==> config.mk <==
export PLATFORM = sky130hd
export DESIGN_NAME = e1_receive_alarm_status
export DESIGN_NICKNAME = d
export VERILOG_FILES = /design/src/hdl/e1_rx_alarm_pkg.sv /design/src/hdl/e1_receive_alarm_status.sv
export VERILOG_INCLUDE_DIRS = /design/src /design/src/hdl
export SDC_FILE = /design/constraint.sdc
export NUM_CORES = 1
export LEC_CHECK = 0
export BUFFER_PORTS_ARGS = -buffer_cell sky130_fd_sc_hd__buf_4
export CELL_PAD_IN_SITES_DETAIL_PLACEMENT = 2
export CELL_PAD_IN_SITES_GLOBAL_PLACEMENT = 2
export CORE_MARGIN = 2
export CORE_UTILIZATION = 39
export DETAILED_ROUTE_END_ITERATION = 8
export GPL_TIMING_DRIVEN = 0
export HOLD_SLACK_MARGIN = 0.1
export PLACE_DENSITY = 0.8
export SLEW_MARGIN = 20
export SYNTH_ARGS = -nofsm -noshare
export SYNTH_HDL_FRONTEND = slang
export SYNTH_SLANG_ARGS = --single-unit
==> constraint.sdc <==
create_clock -name mclk -period 2.4 [get_ports mclk]
set_input_delay 0.48 -clock mclk [delete_from_list [all_inputs] [get_ports mclk]]
set_output_delay 0.48 -clock mclk [all_outputs]
set_load 0.005 [all_outputs]
==> src/hdl/e1_rx_alarm_params.svh <==
/*
  Offsets, field positions, thresholds and timing counts of the E1 receive
  alarm and status block. Assumes inclusion by bare name from the design.
*/
`ifndef E1_RX_ALARM_PARAMS_SVH
`define E1_RX_ALARM_PARAMS_SVH

// Register page and word addresses
`define STATUS_PAGE 8'h03
`define ADDR_ALARM_STATUS_ONE 5'h19
`define ADDR_SA6_CHANGE_REPORT 5'h1a
`define ADDR_DEVICE_IDENTITY 5'h1f

// Alarm status word one fields
`define BIT_SUBMF_ONE 7
`define BIT_SUBMF_TWO 6
`define BIT_REMOTE_FAIL 5
`define BIT_LOS 4
`define BIT_SLOT16 3
`define BIT_AIS 2
`define BIT_FAR_ALARM 1
`define BIT_FAR_CRC 0

// Sa6 report word fields
`define BIT_SA5 7
`define SA6_MSB 6
`define SA6_LSB 3
`define BIT_EIGHT_SAME 1
`define BIT_CHANGED 0

// Reset value of every status word
`define STATUS_RESET 8'h00

// Arbitrary neutral identity value
`define IDENTITY_DEFAULT 8'h3c

// Loss of signal
`define LOS_ZERO_RUN 7'd127
`define LOS_WINDOW 7'd127
`define LOS_EXIT_ONES 7'd16

// All-ones detection
`define AIS_PERIOD_LAST 9'd511
`define AIS_MAX_ZEROS 2'd2

// Remote generator failure
`define EBIT_THRESHOLD 10'd989
`define FAIL_SECONDS 3'd5
`define ONE_SECOND_NS 1000000000
`define MCLK_PERIOD_NS 25

// Sa6 nibble repetition
`define SA6_SAME_COUNT 4'd8

`endif

==> src/hdl/e1_rx_alarm_pkg.sv <==
/*
  Types shared by the E1 receive alarm block: framer event carrier and
  Sa bit carrier. Assumes a framer delivering one-cycle event strobes.
*/
package e1_rx_alarm_pkg;

  // Framer events, each strobe one mclk cycle wide
  typedef struct packed {
    logic smf1_end;
    logic smf1_crc_err;
    logic smf2_end;
    logic smf2_crc_err;
    logic frame_end;
    logic slot16_ones;
    logic nfas_frame;
    logic a_bit;
    logic multiframe_end;
    logic crc_continuous;
  } rx_events_t;

  // Sa bits of one received nibble period
  typedef struct packed {
    logic strobe;
    logic sa5;
    logic [3:0] sa6;
  } sa_bits_t;

  typedef enum logic [1:0] {
    LOS_CLEAR,
    LOS_WAIT_PULSE,
    LOS_WINDOW
  } los_state_t;

endpackage

==> src/hdl/e1_receive_alarm_status.sv <==
/*
  Receive-side alarm and status word bank of an E1 framer: CRC-4 submultiframe
  status, remote generator failure, loss of signal, all-ones alarms, remote
  alarm, Sa6 nibble monitor and identity word.
  Assumes line bits and framer event strobes synchronous to mclk, and a
  register read strobe of one cycle per access.
*/
`timescale 1ns/1ps
`include "e1_rx_alarm_params.svh"

// Summary of operation
// - Submultiframe 1 end updates first CRC flag
// - Submultiframe 2 end updates second CRC flag
// - Five bad E-bit seconds raise generator failure
// - 127 zero bits declare loss of signal
// - 127-bit window from pulse, 12.5% ends LOS
// - Each frame updates slot sixteen all-ones bit
// - All-ones alarm follows selected detection criterion
// - Each NFAS frame copies A bit
// - Each multiframe updates alarm-with-CRC-errors bit
// - Eighth same nibble sets flag, latches Sa
// - Differing Sa6 nibble sets change flag
// - Reading Sa6 report clears its contents
// - Fixed identity word at address 1FH
module e1_receive_alarm_status
  import e1_rx_alarm_pkg::*;
#(
  parameter int unsigned SECOND_CYCLES = `ONE_SECOND_NS / `MCLK_PERIOD_NS,
  parameter logic [7:0] IDENTITY = `IDENTITY_DEFAULT
)(
  // Clock and reset
  input wire logic mclk,
  input wire logic rst_n,
  // Received line bits
  input wire logic line_bit_valid,
  input wire logic line_bit,
  // Framer events
  input wire rx_events_t rx_events,
  input wire sa_bits_t sa_bits,
  input wire logic ebit_error,
  input wire logic basic_sync_lost,
  // Control
  input wire logic alarm_criterion_select,
  // Register port and loss of signal output
  input wire logic [7:0] reg_page,
  input wire logic [4:0] reg_addr,
  input wire logic reg_rd,
  output logic [7:0] reg_rdata,
  output logic loss_of_signal
);

  localparam int unsigned SEC_W = $clog2(SECOND_CYCLES + 1);

  // Frame-driven status bits
  logic submf_one_check_fail, next_submf_one_check_fail;
  logic submf_two_check_fail, next_submf_two_check_fail;
  logic slot_sixteen_all_ones, next_slot_sixteen_all_ones;
  logic far_end_alarm_status, next_far_end_alarm_status;
  logic far_alarm_with_check_errors, next_far_alarm_with_check_errors;

  always_comb
  begin
    next_submf_one_check_fail = submf_one_check_fail;
    next_submf_two_check_fail = submf_two_check_fail;
    next_slot_sixteen_all_ones = slot_sixteen_all_ones;
    next_far_end_alarm_status = far_end_alarm_status;
    next_far_alarm_with_check_errors = far_alarm_with_check_errors;
    if (rx_events.smf1_end)
      next_submf_one_check_fail = rx_events.smf1_crc_err;
    if (rx_events.smf2_end)
      next_submf_two_check_fail = rx_events.smf2_crc_err;
    if (rx_events.frame_end)
      next_slot_sixteen_all_ones = rx_events.slot16_ones;
    if (rx_events.nfas_frame)
      next_far_end_alarm_status = rx_events.a_bit;
    if (rx_events.multiframe_end)
      next_far_alarm_with_check_errors = far_end_alarm_status & rx_events.crc_continuous;
  end

  always_ff @(posedge mclk or negedge rst_n)
  begin
    if (!rst_n)
    begin
      submf_one_check_fail <= 1'b0;
      submf_two_check_fail <= 1'b0;
      slot_sixteen_all_ones <= 1'b0;
      far_end_alarm_status <= 1'b0;
      far_alarm_with_check_errors <= 1'b0;
    end
    else
    begin
      submf_one_check_fail <= next_submf_one_check_fail;
      submf_two_check_fail <= next_submf_two_check_fail;
      slot_sixteen_all_ones <= next_slot_sixteen_all_ones;
      far_end_alarm_status <= next_far_end_alarm_status;
      far_alarm_with_check_errors <= next_far_alarm_with_check_errors;
    end
  end

  // Loss of signal monitor
  los_state_t los_state, next_los_state;
  logic [6:0] zero_run, next_zero_run;
  logic [6:0] win_pos, next_win_pos;
  logic [6:0] win_ones, next_win_ones;
  logic next_loss_of_signal;

  always_comb
  begin
    next_los_state = los_state;
    next_zero_run = zero_run;
    next_win_pos = win_pos;
    next_win_ones = win_ones;
    next_loss_of_signal = loss_of_signal;
    if (line_bit_valid)
    begin
      next_zero_run = line_bit ? 7'd0 :
        (zero_run == `LOS_ZERO_RUN) ? zero_run : zero_run + 7'd1;
      unique case (los_state)
        LOS_CLEAR:
        begin
          if (!line_bit && zero_run == `LOS_ZERO_RUN - 7'd1)
          begin
            next_loss_of_signal = 1'b1;
            next_los_state = LOS_WAIT_PULSE;
          end
        end
        LOS_WAIT_PULSE:
        begin
          if (line_bit)
          begin
            next_win_pos = 7'd1;
            next_win_ones = 7'd1;
            next_los_state = LOS_WINDOW;
          end
        end
        LOS_WINDOW:
        begin
          next_win_pos = win_pos + 7'd1;
          next_win_ones = win_ones + {6'd0, line_bit};
          if (win_pos == `LOS_WINDOW - 7'd1)
          begin
            if (win_ones + {6'd0, line_bit} >= `LOS_EXIT_ONES)
            begin
              next_loss_of_signal = 1'b0;
              next_los_state = LOS_CLEAR;
            end
            else
              next_los_state = LOS_WAIT_PULSE;
          end
        end
      endcase
    end
  end

  always_ff @(posedge mclk or negedge rst_n)
  begin
    if (!rst_n)
    begin
      los_state <= LOS_CLEAR;
      zero_run <= 7'd0;
      win_pos <= 7'd0;
      win_ones <= 7'd0;
      loss_of_signal <= 1'b0;
    end
    else
    begin
      los_state <= next_los_state;
      zero_run <= next_zero_run;
      win_pos <= next_win_pos;
      win_ones <= next_win_ones;
      loss_of_signal <= next_loss_of_signal;
    end
  end

  // All-ones detector over 512-bit periods
  logic [8:0] ais_bits, next_ais_bits;
  logic [1:0] ais_zeros, next_ais_zeros;
  logic ais_prev_ok, next_ais_prev_ok;
  logic all_ones_alarm_status, next_all_ones_alarm_status;
  logic period_ok;

  always_comb
  begin
    next_ais_bits = ais_bits;
    next_ais_zeros = ais_zeros;
    next_ais_prev_ok = ais_prev_ok;
    next_all_ones_alarm_status = all_ones_alarm_status;
    period_ok = (ais_zeros + {1'b0, ~line_bit}) <= `AIS_MAX_ZEROS && !(ais_zeros == 2'd3);
    if (line_bit_valid)
    begin
      next_ais_bits = ais_bits + 9'd1;
      if (!line_bit && ais_zeros != 2'd3)
        next_ais_zeros = ais_zeros + 2'd1;
      if (ais_bits == `AIS_PERIOD_LAST)
      begin
        next_ais_zeros = 2'd0;
        next_ais_prev_ok = period_ok;
        // One period, or two in a row when selected
        next_all_ones_alarm_status = alarm_criterion_select ? (period_ok & ais_prev_ok)
                                                            : period_ok;
      end
    end
  end

  always_ff @(posedge mclk or negedge rst_n)
  begin
    if (!rst_n)
    begin
      ais_bits <= 9'd0;
      ais_zeros <= 2'd0;
      ais_prev_ok <= 1'b0;
      all_ones_alarm_status <= 1'b0;
    end
    else
    begin
      ais_bits <= next_ais_bits;
      ais_zeros <= next_ais_zeros;
      ais_prev_ok <= next_ais_prev_ok;
      all_ones_alarm_status <= next_all_ones_alarm_status;
    end
  end

  // Remote generator failure over one-second enables
  logic [SEC_W-1:0] sec_cnt, next_sec_cnt;
  logic [9:0] ebit_cnt, next_ebit_cnt;
  logic sec_bad, next_sec_bad;
  logic [2:0] bad_secs, next_bad_secs;
  logic remote_generator_failure, next_remote_generator_failure;
  logic second_tick;
  logic second_hit;

  always_comb
  begin
    second_tick = (sec_cnt == SEC_W'(SECOND_CYCLES - 1));
    next_sec_cnt = second_tick ? '0 : sec_cnt + SEC_W'(1);
    next_ebit_cnt = (ebit_error && ebit_cnt != 10'h3ff) ? ebit_cnt + 10'd1 : ebit_cnt;
    next_sec_bad = sec_bad | far_end_alarm_status | basic_sync_lost;
    next_bad_secs = bad_secs;
    next_remote_generator_failure = remote_generator_failure;
    second_hit = (next_ebit_cnt > `EBIT_THRESHOLD) && !next_sec_bad;
    if (second_tick)
    begin
      next_ebit_cnt = 10'd0;
      next_sec_bad = 1'b0;
      // Five qualifying seconds in a row
      if (!second_hit)
        next_bad_secs = 3'd0;
      else if (bad_secs != `FAIL_SECONDS)
        next_bad_secs = bad_secs + 3'd1;
      next_remote_generator_failure = second_hit && (bad_secs >= `FAIL_SECONDS - 3'd1);
    end
  end

  always_ff @(posedge mclk or negedge rst_n)
  begin
    if (!rst_n)
    begin
      sec_cnt <= '0;
      ebit_cnt <= 10'd0;
      sec_bad <= 1'b0;
      bad_secs <= 3'd0;
      remote_generator_failure <= 1'b0;
    end
    else
    begin
      sec_cnt <= next_sec_cnt;
      ebit_cnt <= next_ebit_cnt;
      sec_bad <= next_sec_bad;
      bad_secs <= next_bad_secs;
      remote_generator_failure <= next_remote_generator_failure;
    end
  end

  // Sa6 nibble monitor and report word
  logic [3:0] prev_sa6, next_prev_sa6;
  logic have_prev, next_have_prev;
  logic [3:0] same_cnt, next_same_cnt;
  logic latched_sa5, next_latched_sa5;
  logic [3:0] latched_sa6, next_latched_sa6;
  logic eight_same_nibbles, next_eight_same_nibbles;
  logic nibble_changed, next_nibble_changed;
  logic status_read;
  logic report_read;

  always_comb
  begin
    status_read = reg_rd && reg_page == `STATUS_PAGE;
    report_read = status_read && reg_addr == `ADDR_SA6_CHANGE_REPORT;
    next_prev_sa6 = prev_sa6;
    next_have_prev = have_prev;
    next_same_cnt = same_cnt;
    next_latched_sa5 = latched_sa5;
    next_latched_sa6 = latched_sa6;
    next_eight_same_nibbles = eight_same_nibbles;
    next_nibble_changed = nibble_changed;
    // Read clears, a same-cycle event still sets
    if (report_read)
    begin
      next_latched_sa5 = 1'b0;
      next_latched_sa6 = 4'd0;
      next_eight_same_nibbles = 1'b0;
      next_nibble_changed = 1'b0;
    end
    if (sa_bits.strobe)
    begin
      next_prev_sa6 = sa_bits.sa6;
      next_have_prev = 1'b1;
      if (have_prev && sa_bits.sa6 != prev_sa6)
      begin
        next_nibble_changed = 1'b1;
        next_same_cnt = 4'd1;
      end
      else if (!have_prev)
        next_same_cnt = 4'd1;
      else if (same_cnt != `SA6_SAME_COUNT)
      begin
        next_same_cnt = same_cnt + 4'd1;
        if (same_cnt == `SA6_SAME_COUNT - 4'd1)
        begin
          next_eight_same_nibbles = 1'b1;
          next_latched_sa5 = sa_bits.sa5;
          next_latched_sa6 = sa_bits.sa6;
        end
      end
    end
  end

  always_ff @(posedge mclk or negedge rst_n)
  begin
    if (!rst_n)
    begin
      prev_sa6 <= 4'd0;
      have_prev <= 1'b0;
      same_cnt <= 4'd0;
      latched_sa5 <= 1'b0;
      latched_sa6 <= 4'd0;
      eight_same_nibbles <= 1'b0;
      nibble_changed <= 1'b0;
    end
    else
    begin
      prev_sa6 <= next_prev_sa6;
      have_prev <= next_have_prev;
      same_cnt <= next_same_cnt;
      latched_sa5 <= next_latched_sa5;
      latched_sa6 <= next_latched_sa6;
      eight_same_nibbles <= next_eight_same_nibbles;
      nibble_changed <= next_nibble_changed;
    end
  end

  // Read data, captured on the read strobe
  logic [7:0] next_reg_rdata;
  logic [7:0] alarm_status_one;
  logic [7:0] sa6_change_report;

  always_comb
  begin
    alarm_status_one = `STATUS_RESET;
    alarm_status_one[`BIT_SUBMF_ONE] = submf_one_check_fail;
    alarm_status_one[`BIT_SUBMF_TWO] = submf_two_check_fail;
    alarm_status_one[`BIT_REMOTE_FAIL] = remote_generator_failure;
    alarm_status_one[`BIT_LOS] = loss_of_signal;
    alarm_status_one[`BIT_SLOT16] = slot_sixteen_all_ones;
    alarm_status_one[`BIT_AIS] = all_ones_alarm_status;
    alarm_status_one[`BIT_FAR_ALARM] = far_end_alarm_status;
    alarm_status_one[`BIT_FAR_CRC] = far_alarm_with_check_errors;
    sa6_change_report = `STATUS_RESET;
    sa6_change_report[`BIT_SA5] = latched_sa5;
    sa6_change_report[`SA6_MSB:`SA6_LSB] = latched_sa6;
    sa6_change_report[`BIT_EIGHT_SAME] = eight_same_nibbles;
    sa6_change_report[`BIT_CHANGED] = nibble_changed;
    next_reg_rdata = reg_rdata;
    if (status_read)
    begin
      // Reads leave alarm status untouched; a Sa6 report read clears the report word
      unique case (reg_addr)
        `ADDR_ALARM_STATUS_ONE: next_reg_rdata = alarm_status_one;
        `ADDR_SA6_CHANGE_REPORT: next_reg_rdata = sa6_change_report;
        `ADDR_DEVICE_IDENTITY: next_reg_rdata = IDENTITY;
        default: next_reg_rdata = 8'h00;
      endcase
    end
  end

  always_ff @(posedge mclk or negedge rst_n)
  begin
    if (!rst_n)
      reg_rdata <= 8'h00;
    else
      reg_rdata <= next_reg_rdata;
  end

endmodule // e1_receive_alarm_status

# Yosys cells after proc, flatten, opt, wreduce, memory -nomap -nowiden
# Cells that the tools add are included.
# totals
ff_bits,107
latchBits,0
mem_bits_rw,0
romBits,0
out_inout_bits,9
elab_cells,143
memories,0
# op_classes
addsub,10
multipliers,0
n_div,0
n_lt_le_gt_ge,4
n_eq_ne,25
shifts,0
n_mux,48
bitwise,5
n_reduce_logical,24
# op_table
op,count
$mux W4,9
$pmux W7 S2,2
$add A26 B1 Y26 const B,1
$eq A26 B26 Y1 const B,1
$mux W26,1
$pmux W8 S3,1
$eq A7 B7 Y1 const B,3
$mux W1,21
$mux W7,3
$mux W10,2
$eq A5 B5 Y1 const B,3
$add A7 B1 Y7 const B,2
$ne A2 B2 Y1 const B,6
$add A10 B1 Y10 const B,1
$gt A10 B10 Y1 const B,1
$mux W2,5
$ne A10 B10 Y1 const B,1
$reduce_and A2 Y1,5
$add A9 B1 Y9 const B,1
$eq A9 B9 Y1 const B,1
$logic_and A1 B1 Y1,9
$eq A8 B2 Y1 const B,1
$add A7 B1 Y7,1
$ge A7 B5 Y1 const B,1
26 further kinds,34

# Depth between registers and ports, before layout
# logic_depth
word_depth,9
mapped_depth,8
depth_no_buf,8

# Least setup slack after synthesis
# Ideal clock, no wire load.
# synth_path
path_type,in2reg
from,in reg_page[2]
to,reg eight_same_nibbles
setup_time_ps,118
arrival_time_ps,1743
required_ps,2282
slack_ps,539
cell_stages,5
cell_sequence,nor4_4 > nand4b_4 > or4_1 > clkbuf_2 > a21o_1
# synth_via
elab_chain_cells,9
# synth_lines
item,line,source
start: declaration,e1_receive_alarm_status.sv:45,"input wire logic [7:0] reg_page,"
$eq A8 B2 Y1 (no line) *,n/a,
$logic_and A1 B1 Y1 (no line) * (2 in a row),n/a,
$mux W1 *,e1_receive_alarm_status.sv:297,if (report_read)
$mux W1,e1_receive_alarm_status.sv:318,if (same_cnt == `SA6_SAME_COUNT - 4'd1)
$mux W1,e1_receive_alarm_status.sv:315,else if (same_cnt != `SA6_SAME_COUNT)
$mux W1,e1_receive_alarm_status.sv:313,else if (!have_prev)
$mux W1,e1_receive_alarm_status.sv:308,if (have_prev && sa_bits.sa6 != prev_sa6)
$mux W1 *,e1_receive_alarm_status.sv:304,if (sa_bits.strobe)
via next_eight_same_nibbles,e1_receive_alarm_status.sv:280,"logic eight_same_nibbles, next_eight_same_nibbles;"
end signal: assignment,e1_receive_alarm_status.sv:347,eight_same_nibbles <= next_eight_same_nibbles;
end: declaration,e1_receive_alarm_status.sv:280,
# Mark *: on every way through the listed nets, which the timed path passes. The rest lies on a longest branch.
# A chain may end at the register's enable or synchronous reset.

# Final worst setup path
# layout_path
from,reg sec_cnt[0]
to,reg sec_cnt[22]
# layout_via
elab_chain_cells,2
elab_cells_between_ends,3
# layout_lines
item,line,source
start: declaration,e1_receive_alarm_status.sv:224,"logic [SEC_W-1:0] sec_cnt, next_sec_cnt;"
start signal: assignment,e1_receive_alarm_status.sv:266,sec_cnt <= next_sec_cnt;
$add A26 B1 Y26 / $eq A26 B26 Y1 (equally long branches),"e1_receive_alarm_status.sv:235, e1_receive_alarm_status.sv:234",
$mux W26 *,e1_receive_alarm_status.sv:235,next_sec_cnt = second_tick ? '0 : sec_cnt + SEC_W'(1);
via next_sec_cnt[22],e1_receive_alarm_status.sv:224,
# Marks and branches as above.

==> impl_summary.log <==
INFO  metric pwr-share-comb = 21.7%
INFO  metric clock_path_buffers = 2
INFO  metric first_iter_violations = approximately 180
INFO  metric crit_path_end_kind = flop
INFO  metric outcome = finished clean
INFO  metric synth.avg_cell_area = 10.1 um2
INFO  metric routed_via_density = 5.54
INFO  metric leakagePower = 2.84 nW
INFO  metric crit_chain = ha_1 > and4_1 > nand4_1 > nor3_1 > nand2_1 > xor2_1 > nor2_1
INFO  metric syn_area = about 5400 um2
INFO  metric timing.critical_path.slowest_cell_delay = 0.44 ns
INFO  metric detailroute.via_count = 4,278
INFO  metric period_needed = 2.18 ns
INFO  metric slew_headroom = 39.5%
INFO  metric synthFlopType = dfrtp_1
INFO  metric placedCellCount = 757
INFO  metric cellPowerDensity = between 700 and 800 nW/um2
INFO  metric die_width = 122 um
INFO  metric top_level_ports = 46
INFO  metric syn_to_final_growth = 16.2%
INFO  metric route.antenna.remaining_nets = 0
INFO  metric filler_cell_count = 1,428
INFO  metric cts_num_sinks = 107
INFO  metric use_met2 = between 30% and 40%
INFO  metric power.switching_fraction = 32.2%
INFO  metric grt_max_degree = 58
INFO  metric clkSlewWorstSetupHoldPaths = 0.07 ns
INFO  metric internal_power = 3.20 mW
INFO  metric fp-row-count = 42
INFO  metric cp_top_family = simple AND/OR/NAND/NOR gates
INFO  metric antenna_cells_inserted = 0
INFO  metric wl_per_cell = 18.6 um
INFO  metric num_cts_buffers = 9
INFO  metric clkPwrFrac = 29.6%
INFO  metric dpl-instance-area = 5990 um2
INFO  metric worst_slew_pin_slew = around 0.9 ns
INFO  metric worstPathBufferInverterCount = 0
INFO  metric global_route.usage.total = 21.1%
INFO  metric fmax = between 0.4 and 0.5 GHz
INFO  metric grt.met3_usage = 2.81%
INFO  metric synth-warning-count = 0
INFO  metric starting_utilization_of_the_core_area = between 40 and 50%
INFO  metric power_switching = 1.52 mW
INFO  metric number_of_buffers_added_on_ports = 45
INFO  metric clkLatencyLatePin = 0.35 ns
INFO  metric total_global_routing_overflow = 0
INFO  metric finClkSkew = approximately 0.0050 ns
INFO  metric hold_viol_final = 0
INFO  metric cts_tree = built
INFO  metric cap_viol_max_count = 0
INFO  metric gp_congestion = 0.748
INFO  metric grt.met1_usage = 27.2%
INFO  metric critPathMaxFanout = 6
INFO  metric ys_top_cells_by_area = dfrtp_1, xnor2_1, nand2_1
INFO  metric hp-class = input port to flop
INFO  metric post_synth_inst_count = 535
INFO  metric asyncSetResetFlopFracSynth = 100%
INFO  metric core = between 10,000 and 15,000 um2
INFO  metric die_h = about 120 um
INFO  metric cp.required = 2.63 ns
INFO  metric final_period_util = 90.8%
INFO  metric fin_nets = 646
INFO  metric grt_pass1_wl = 24,600 um
INFO  metric sum_of_routed_wire_length_over_all_layers = 14,300 um
INFO  metric fin_cells = 772
INFO  metric worst_setup_path_category = flop to flop
INFO  metric rsz0062_at_grt = false
INFO  metric dieArea = 14,800 um2
INFO  metric drt_drc_violations_left = 0
INFO  metric globalRoute.busiestLayer = met2
INFO  metric layout.cell_area.non_filler = 6270 um2
INFO  metric final_core_utilization = 46.8%
INFO  metric ys_ff_latch = around 110
INFO  metric antenna_found_initial = 0
INFO  metric grt_pass1_vias = between 4,000 and 5,000
INFO  metric seqPwrFrac = 48.7%
INFO  metric critPathLaunchType = flop
INFO  metric ys_seq_area_share = 49.6%
INFO  metric detailedRoute.firstPassIterationCount = 4
INFO  metric yosysTopAreaCell = dfrtp_1
INFO  metric post_synth_num_cell_types = 64
INFO  metric synth-edff-count = 0
INFO  metric ratio_of_cells_with_drive_above_1_in_the_final_layout = 16.8%
INFO  metric hpwl = between 10,000 and 15,000 um
INFO  metric clock_tree.root_cell = clkbuf_16
INFO  metric slew_viol_final = 0
INFO  metric netlist.area_leader.share = approximately half
INFO  metric worst_ir_drop_vdd = 347 uV
INFO  metric cts.htree.levels = 3
INFO  metric worst_path_cell_with_the_longest_stage_delay = nor3_1
INFO  metric timing.critical_path.arrival = 2.41 ns
INFO  metric synth_nets = 588
INFO  metric setup_violations = 0
[through the flow]
step                setup slack (ns)  hold slack [ns]  power (mW)  TNS (ns)
floorplan                      0.539            0.184        2.95         0
global placement               0.196            0.452        3.23         0
detailed placement           -0.0247            0.468        3.34   -0.0468
CTS                           0.0823            0.342        4.79         0
global route                  0.0357            0.354        5.02         0
finish                         0.221            0.351        4.72         0
[cells by family (layout without fill, tap and decap cells)]
kind of cell / count (synthesis) / after routing / share of synthesized area (%)
simple gates: 229 / 229 / 22.3
flops: 107 / 107 / 49.6
mux: 13 / 13 / 2.67
fa+ha+maj: 16 / 16 / 3.71
xor+xnor: 52 / 52 / 8.44
buf+inv: 32 / 93 / 2.60
compound gates: 86 / 86 / 10.7
[cell type report]
cell class	instances	area, um2	area share, %
sequential	107	2680	42.7
buffer	13	71.3	1.14
timing repair buffer	47	379	6.04
multi-input combinational	396	2590	41.2
inverter	19	71.3	1.14
tap	176	220	3.51
clock inverter	3	15.0	0.239
clock buffer	11	253	4.03
[power groups by stage]
| stage | Combinational [mW] | Sequential, mW | Clock (mW) |
|---|---|---|---|
| 2_1_floorplan | 0.706 | 2.25 | 0 |
| 3_3_place_gp | 0.934 | 2.30 | 0 |
| 3_5_place_dp | 1.01 | 2.33 | 0 |
| 4_1_cts | 1.04 | 2.30 | 1.45 |
| 5_1_grt | 1.16 | 2.34 | 1.51 |
| 6_report | 1.03 | 2.30 | 1.40 |
[cell usage after synthesis (all sizes together) (3+ instances only)]
cell type  number
a21o            4
a21oi          18
a221o           4
a31oi           4
and3           11
and4            7
buf             6
clkbuf          7
dfrtp         107
ha             16
inv            19
mux2           11
nand2          63
nand3          28
nand3b          4
nand4          20
nand4b          3
nor2           60
nor3           12
nor4            6
o211ai          5
o21ai          32
or3             4
xnor2          28
xor2           24
[placed cells by master, fill, tap and decap left out, types with 3 or more instances in the layout]
cell type,instances
a21o_1,4
a21oi_1,17
a221o_1,4
a31oi_1,4
and3_1,10
and4_1,7
buf_2,3
buf_4,44
buf_6,3
clkbuf_1,4
clkbuf_16,9
clkbuf_2,3
clkinv_2,3
dfrtp_1,107
ha_1,16
inv_1,19
mux2_2,11
nand2_1,62
nand3_1,27
nand3b_1,4
nand4_1,19
nor2_1,60
nor3_1,10
nor4_1,3
o211ai_2,3
o21ai_0,32
or3_1,3
xnor2_1,28
xor2_1,24
[routing by layer]
layer / up-vias / routed length, um
met5: - / 0
met1: 2208 / 6400
li1: 2006 / -
met2: 53 / 7380
met4: 0 / 201
met3: 11 / 345
[repair_timing]
item                                   4_1_cts  5_1_grt
hold buffers                                 1        0
endpoints found under the hold margin       30        0
setup endpoints to repair                    0       21
setup buffers                                0        0
resized for setup                            0        5
[sequential cells by signal (all words and copies together) (netlist names), 2 cells and up]
signal	count
sec_cnt	26
ebit_cnt	10
ais_bits	9
reg_rdata	8
win_ones	7
win_pos	7
zero_run	7
latched_sa6	4
prev_sa6	4
same_cnt	4
bad_secs	3
ais_zeros	2
los_state	2
[path summary, 6_finish.rpt]
check	from	endpoint	slack (ns)	cells after the start
worst max-delay path	sec_cnt[0]	sec_cnt[22]	0.22	7
worst min-delay path	rx_events[1]	far_alarm_with_check_errors	0.35	2
worst max register to register	sec_cnt[0]	sec_cnt[22]	0.22	7
worst min register to register	ais_bits[7]	ais_bits[7]	0.48	1
max in group asynchronous	rst_n	ais_bits[0]	1.06	3
min in group asynchronous	rst_n	zero_run[4]	0.65	2
(Power assumes the default switching activity.)
